### src/uart_ctrl_pkg.sv
// constants and types for the transmit pin and error interrupt control block
package uart_ctrl_pkg;
  localparam int ADDR_W = 8;
  localparam int DATA_W = 32;
  // control three sits at index 6, one 32-bit word per index
  localparam logic [ADDR_W-1:0] CTRL3_INDEX = 8'h06;
  localparam logic [ADDR_W-1:0] CTRL3_ADDR = {CTRL3_INDEX[5:0], 2'h0};
  localparam logic [ADDR_W-1:0] MODE_ADDR = 8'h40;
  localparam logic [ADDR_W-1:0] FLAGS_ADDR = 8'h44;
  localparam logic [ADDR_W-1:0] STATUS_ADDR = 8'h48;
  localparam logic [ADDR_W-1:0] MASK_ADDR = 8'h4C;
  // field positions in control three
  localparam int SOW_POS = 5;
  localparam int INV_POS = 4;
  localparam int ENABLE_POS = 0;
  localparam logic [7:0] CTRL3_WRITE_MASK = 8'h3F;
  localparam logic [7:0] CTRL3_RESET = 8'h00;
  localparam logic [1:0] MODE_RESET = 2'h0;
  localparam logic [3:0] MASK_RESET = 4'h0;
  localparam logic [3:0] STATUS_RESET = 4'h0;

  typedef struct packed {
    logic overrun;
    logic noise;
    logic framing;
    logic parity;
  } err_flags_t;

  typedef struct packed {
    logic [1:0] ninth_bits;
    logic single_wire_output_select;
    logic transmit_polarity_invert;
    err_flags_t irq_enable;
  } ctrl3_t;

  typedef struct packed {
    logic receiver_source_select;
    logic loop_mode_select;
  } mode_t;

  typedef enum logic {BUS_IDLE, BUS_ANSWER} bus_state_t;
endpackage : uart_ctrl_pkg

### src/uart_txpin_and_error_irq_control.sv
// transmit pin direction, polarity and error interrupt control with avalon slave
//
// Decided for this implementation: the Avalon-MM register port and the register addresses.
module uart_txpin_and_error_irq_control (
  input wire logic clock_i,
  input wire logic rst_i,
  input wire logic [uart_ctrl_pkg::ADDR_W-1:0] address_i,
  input wire logic read_i,
  input wire logic write_i,
  input wire logic [uart_ctrl_pkg::DATA_W-1:0] writedata_i,
  output logic [uart_ctrl_pkg::DATA_W-1:0] readdata_o,
  output logic waitrequest_o,
  input wire uart_ctrl_pkg::err_flags_t err_flags_i,
  input wire logic tx_level_i,
  input wire logic tx_line_i,
  output logic tx_line_o,
  output logic tx_line_oe_n_o,
  output logic single_wire_rx_o,
  output logic error_irq_o,
  output logic irq_o
);
  import uart_ctrl_pkg::*;

  ctrl3_t ctrl3;
  ctrl3_t next_ctrl3;
  mode_t mode;
  mode_t next_mode;
  logic [3:0] mask;
  logic [3:0] next_mask;
  logic [3:0] status;
  logic [3:0] next_status;
  err_flags_t flags_prev;
  bus_state_t bus_state;
  bus_state_t next_bus_state;

  // bus decode
  wire logic request = read_i | write_i;
  wire logic answer = (bus_state == BUS_IDLE) && request;
  // writes land at the edge where the master sees waitrequest low
  wire logic complete = (bus_state == BUS_ANSWER) && request;
  wire logic take_write = complete && write_i;
  wire logic take_read = answer && read_i;
  wire logic hit_ctrl3 = address_i == CTRL3_ADDR;
  wire logic hit_mode = address_i == MODE_ADDR;
  wire logic hit_flags = address_i == FLAGS_ADDR;
  wire logic hit_status = address_i == STATUS_ADDR;
  wire logic hit_mask = address_i == MASK_ADDR;

  wire logic [7:0] ctrl3_bits = ctrl3 & CTRL3_WRITE_MASK;
  wire logic [DATA_W-1:0] read_value =
    hit_ctrl3 ? {24'h000000, ctrl3_bits} :
    hit_mode ? {30'h00000000, mode} :
    hit_flags ? {28'h0000000, err_flags_i} :
    hit_status ? {28'h0000000, status} :
    hit_mask ? {28'h0000000, mask} : 32'h00000000;

  // register writes, ninth data bits are not held here
  assign next_ctrl3 = (take_write && hit_ctrl3) ?
    ctrl3_t'(writedata_i[7:0] & CTRL3_WRITE_MASK) : ctrl3;
  assign next_mode = (take_write && hit_mode) ? mode_t'(writedata_i[1:0]) : mode;
  assign next_mask = (take_write && hit_mask) ? writedata_i[3:0] : mask;

  // sticky events on each rising error flag, read clears, a new event wins
  wire logic [3:0] flag_rise = err_flags_i & ~flags_prev;
  wire logic [3:0] status_kept = (take_read && hit_status) ? STATUS_RESET : status;
  assign next_status = status_kept | flag_rise;

  // pin control
  wire logic single_wire = mode.loop_mode_select & mode.receiver_source_select;
  wire logic sow = ctrl3.single_wire_output_select;
  wire logic inv = ctrl3.transmit_polarity_invert;
  wire logic next_oe_n = single_wire & ~sow;
  wire logic next_tx_line = tx_level_i ^ inv;

  // error request from enabled flags
  wire logic [3:0] enabled_flags = err_flags_i & ctrl3.irq_enable;
  wire logic next_error_irq = |enabled_flags;
  wire logic next_irq = |(next_status & mask);

  always_ff @(posedge clock_i)
  begin
    if (rst_i)
    begin
      ctrl3 <= ctrl3_t'(CTRL3_RESET);
    end
    else
    begin
      ctrl3 <= next_ctrl3;
    end
  end

  always_ff @(posedge clock_i)
  begin
    if (rst_i)
    begin
      mode <= mode_t'(MODE_RESET);
    end
    else
    begin
      mode <= next_mode;
    end
  end

  always_ff @(posedge clock_i)
  begin
    if (rst_i)
    begin
      mask <= MASK_RESET;
    end
    else
    begin
      mask <= next_mask;
    end
  end

  always_ff @(posedge clock_i)
  begin
    if (rst_i)
    begin
      status <= STATUS_RESET;
    end
    else
    begin
      status <= next_status;
    end
  end

  always_ff @(posedge clock_i)
  begin
    if (rst_i)
    begin
      flags_prev <= err_flags_t'(STATUS_RESET);
    end
    else
    begin
      flags_prev <= err_flags_i;
    end
  end

  always_ff @(posedge clock_i)
  begin
    if (rst_i)
    begin
      bus_state <= BUS_IDLE;
    end
    else
    begin
      bus_state <= next_bus_state;
    end
  end

  always_ff @(posedge clock_i)
  begin
    if (rst_i)
    begin
      readdata_o <= 32'h00000000;
      waitrequest_o <= 1'b1;
    end
    else
    begin
      waitrequest_o <= ~answer;
      if (take_read)
      begin
        readdata_o <= read_value;
      end
    end
  end

  always_ff @(posedge clock_i)
  begin
    if (rst_i)
    begin
      tx_line_o <= 1'b1;
    end
    else
    begin
      tx_line_o <= next_tx_line;
    end
  end

  always_ff @(posedge clock_i)
  begin
    if (rst_i)
    begin
      tx_line_oe_n_o <= 1'b0;
    end
    else
    begin
      tx_line_oe_n_o <= next_oe_n;
    end
  end

  always_ff @(posedge clock_i)
  begin
    if (rst_i)
    begin
      single_wire_rx_o <= 1'b1;
    end
    else
    begin
      single_wire_rx_o <= tx_line_i;
    end
  end

  always_ff @(posedge clock_i)
  begin
    if (rst_i)
    begin
      error_irq_o <= 1'b0;
    end
    else
    begin
      error_irq_o <= next_error_irq;
    end
  end

  always_ff @(posedge clock_i)
  begin
    if (rst_i)
    begin
      irq_o <= 1'b0;
    end
    else
    begin
      irq_o <= next_irq;
    end
  end

  // bus handshake, one wait cycle then the answer cycle
  always_comb
  begin
    case (bus_state)
      BUS_IDLE: next_bus_state = request ? BUS_ANSWER : BUS_IDLE;
      BUS_ANSWER: next_bus_state = BUS_IDLE;
      default: next_bus_state = BUS_IDLE;
    endcase
  end
endmodule : uart_txpin_and_error_irq_control

### config.mk
export PLATFORM = sky130hd
export DESIGN_NAME = uart_txpin_and_error_irq_control
export DESIGN_NICKNAME = d
export VERILOG_FILES = /design/src/uart_ctrl_pkg.sv /design/src/uart_txpin_and_error_irq_control.sv
export SDC_FILE = /design/constraint.sdc
export NUM_CORES = 1
export LEC_CHECK = 0
export BUFFER_PORTS_ARGS = -buffer_cell sky130_fd_sc_hd__buf_4
export CAP_MARGIN = 20
export CORE_AREA = 2 2 67 69
export CTS_BUF_LIST = sky130_fd_sc_hd__clkbuf_4 sky130_fd_sc_hd__clkbuf_8 sky130_fd_sc_hd__clkbuf_16
export CTS_CLUSTER_DIAMETER = 60
export DETAILED_ROUTE_END_ITERATION = 12
export DIE_AREA = 0 0 69 71
export PLACE_DENSITY = 0.77
export SKIP_CTS_REPAIR_TIMING = 1
export SYNTH_ARGS = -nofsm -noshare
export SYNTH_HDL_FRONTEND = slang
export SYNTH_SLANG_ARGS = --single-unit
### constraint.sdc
create_clock -name clock_i -period 1.5 [get_ports clock_i]
set_input_delay 0.3 -clock clock_i [delete_from_list [all_inputs] [get_ports clock_i]]
set_output_delay 0.3 -clock clock_i [all_outputs]
set_load 0.03 [all_outputs]
==> flow_summary.ini <==
[pwr]
p_seq_share_pct = 49.4
p_int_w = 0.00135
p_leak_nw = 0.890
p_comb_share_pct = 16.4
vdd_drop_max_mv = 0.425
p_clk_share_pct = 34.2
powerDensity_nw_per_um2 = 951
switching_share_pct = 27.9
switchingPower_w = 0.000522

[floorplanning]
start_util_pct = 38.9
core_area_um2 = 4200
io_pins = 88
die-area_um2 = 4900
die_y_um = 71
die_w_um = 69
num_rows = 24

[timing]
finClkSkew_ns = 0.00465
slew_viol_final = 0
setup_tns_ns = 0
hold_viol_final = 0
slew_headroom_pct = 63.9
fin_crit_sh_pct = 94.1
period_needed_ns = 1.41
setup_viol = 0
rsz0062_at_grt = no
max_slew.worst_pin.slew_ns = 0.535
fin_ws_ns = 0.0882
fmax_ghz = 0.708

[synthesis]
ys_async_sr_fraction_pct = 0
yosysSeqAreaShare_pct = 40.4
netlist_instances = 183
synth_cell_type_count = 36
syn_area_per_cell_um2 = 8.94
yosysWarnings = 0
yosys_most_used_dff = dfxtp_1
synth_seq_cells = 33
syn_area_um2 = 1640
synth_edf_count = 0

[global_routing]
grtUsageTotal_pct = 14.2
grt_pass1_vias = 1260
grt_pass1_wl_um = 5640
antenna_found_initial = 0
grt_remaining_overflow = 0
grt_max_degree = 19

[placement]
place_worst_setup_slack_ns = -0.203
dp_hpwl_um = 2590
port_buffers = 35
place.gp.congestion = 0.771
dpl_cell_area_um2 = 1880

[drt]
via_count = 1330
drtIter0Drc = 51
via_per_inst = 4.80
wl_um = 3370
routedWlPerCell_um = 12.1
drc = 0
antenna_left = 0
firstDrtPassIters = 4

[cells_and_area]
fillers = 427
insertedDiodeCount = 0
multiInputGateArea_um2 = 825
regArea_um2 = 661
drive_gt1_share_pct = 25.3
num-nets-final = 274
area_growth_syn_to_layout_pct = 20.5
fin_area_um2 = 1970

[cts]
clkTransAtPathRegs_ns = 0.06
htree_levels = 2
clk_latency_ns = 0.28
clockRootBuffer = clkbuf_8
clk_path_buf_depth = 2
cts_sinks = 33
cts_made_buffers = 5
cts_tree = done

[critical_path]
crit_path_end_kind = flop
worstPathRequired_ns = 1.67
worstPathArrival_ns = 1.58
critPathMaxFanout = 4
cp-start-kind = input pin
cp_cell_sequence = buf_4 -> or4_4 -> nor3_4 -> mux2i_1 -> nor2_1
criticalPathCategory = in -> reg
worst_path_largest_cell_delay_ns = 0.59
crit_path_top_delay_cell = or4_4

[run_status]
outcome = completed

[min_path]
min_path_type = in -> reg

[run]
maxCapViolCount = 0
[cell usage after synthesis, types with 2 or more instances]
library cell / count / share of area, %
dfxtp_1: 33 / 40
buf_4: 27 / 12
nor2_1: 23 / 5.3
mux2i_1: 16 / 9.8
nand2_1: 14 / 3.2
o21ai_0: 7 / 2.1
clkbuf_1: 6 / 1.4
nor2b_1: 6 / 2.3
inv_1: 5 / 1.1
nand2b_1: 5 / 1.9
nand3_1: 5 / 1.5
a22oi_1: 4 / 1.8
a211o_1: 3 / 1.6
a21oi_1: 3 / 0.92
a31oi_1: 3 / 1.1
nand4_1: 2 / 0.76
nor3_1: 2 / 0.61
[logic make-up after synthesis]
logic type,Yosys count,synth area share (%)
buf+inv,38,14.9
simple gates,68,23.3
compound gates,25,10.2
flops,33,40.4
other cells,1,0.229
xor+xnor,1,0.536
mux,17,10.5
[final cells by class]
class,instances,share of cell area [%]
clock buffers,6,3.87
repair buffers,42,16.0
clock inverters,2,0.508
well taps,52,3.30
flip-flops and latches,33,33.5
inverters,5,0.952
multi-input cells,137,41.8
[per-layer routing]
metal,share of wire (%),track usage (%)
met1,44,17.5
met2,48,23.3
met3,7.3,5.13
met4,0.48,4.36
met5,0,0
[registers in the layout (all words and copies together) (netlist names)]
| register | count |
|---|---|
| waitrequest_o | 1 |
| inv | 1 |
| mode | 2 |
| single_wire_rx_o | 1 |
| status | 4 |
| irq_o | 1 |
| bus_state | 1 |
| flags_prev | 4 |
| ctrl3 | 4 |
| error_irq_o | 1 |
| sow | 1 |
| mask | 4 |
| tx_line_o | 1 |
| readdata_o | 6 |
| tx_line_oe_n_o | 1 |
[layout by cell type, fill, tap and decap left out, drive strengths merged, types with 3 or more instances in the layout]
cell / netlist / routed
clkbuf: 6 / 6
a21oi: 3 / 3
nor2b: 6 / 6
a22oi: 4 / 4
nand3: 5 / 5
inv: 5 / 5
mux2i: 16 / 16
nand2b: 5 / 5
nor2: 23 / 23
nand2: 14 / 14
a31oi: 3 / 3
buf: 27 / 42
a211o: 3 / 3
o21ai: 7 / 7
conb: 1 / 26
dfxtp: 33 / 33
nor3: 3 / 3
[critical path, delay by kind of cell]
family / cells / cell delay (ns)
buffers and inverters: 1 / 0.11
multiplexers: 1 / 0.22
AND/OR/NAND/NOR: 3 / 0.94
[path summary, 6_finish.rpt]
check	from	end	slack, ns	depth (start not counted)
min	tx_line_i	single_wire_rx_o$_SDFF_PP1_	0.20	2
max reg2reg	bus_state$_SDFF_PP0_	mask[2]$_SDFFE_PP0P_	0.16	4
min reg2reg	sow$_SDFFE_PP0P_	tx_line_oe_n_o$_SDFF_PP0_	0.46	1
max	address_i[1]	mask[2]$_SDFFE_PP0P_	0.09	5
[power by group through the flow]
stage          sequential (W)  combinational [W]  clock (W)
3_5_place_dp         0.000945           0.000307          0
2_1_floorplan        0.000963           0.000232          0
6_report             0.000925           0.000308   0.000641
4_1_cts              0.000925           0.000308   0.000668
3_3_place_gp         0.000945           0.000304          0
5_1_grt              0.000929           0.000332   0.000704
[per-stage QoR]
| stage | instances | util, % | hold WS, ns | total power [W] |
|---|---|---|---|---|
| 2_1_floorplan | 208 | - | 0.383 | 0.00120 |
| 3_3_place_gp | 269 | 44.8 | 0.444 | 0.00125 |
| 3_5_place_dp | 269 | 44.8 | 0.451 | 0.00125 |
| 4_1_cts | 277 | 46.9 | 0.196 | 0.00190 |
| 5_1_grt | 277 | 46.9 | 0.193 | 0.00197 |
| 6_report | 277 | 46.9 | 0.204 | 0.00187 |
No activity file was read; power rests on OpenSTA's default activity.
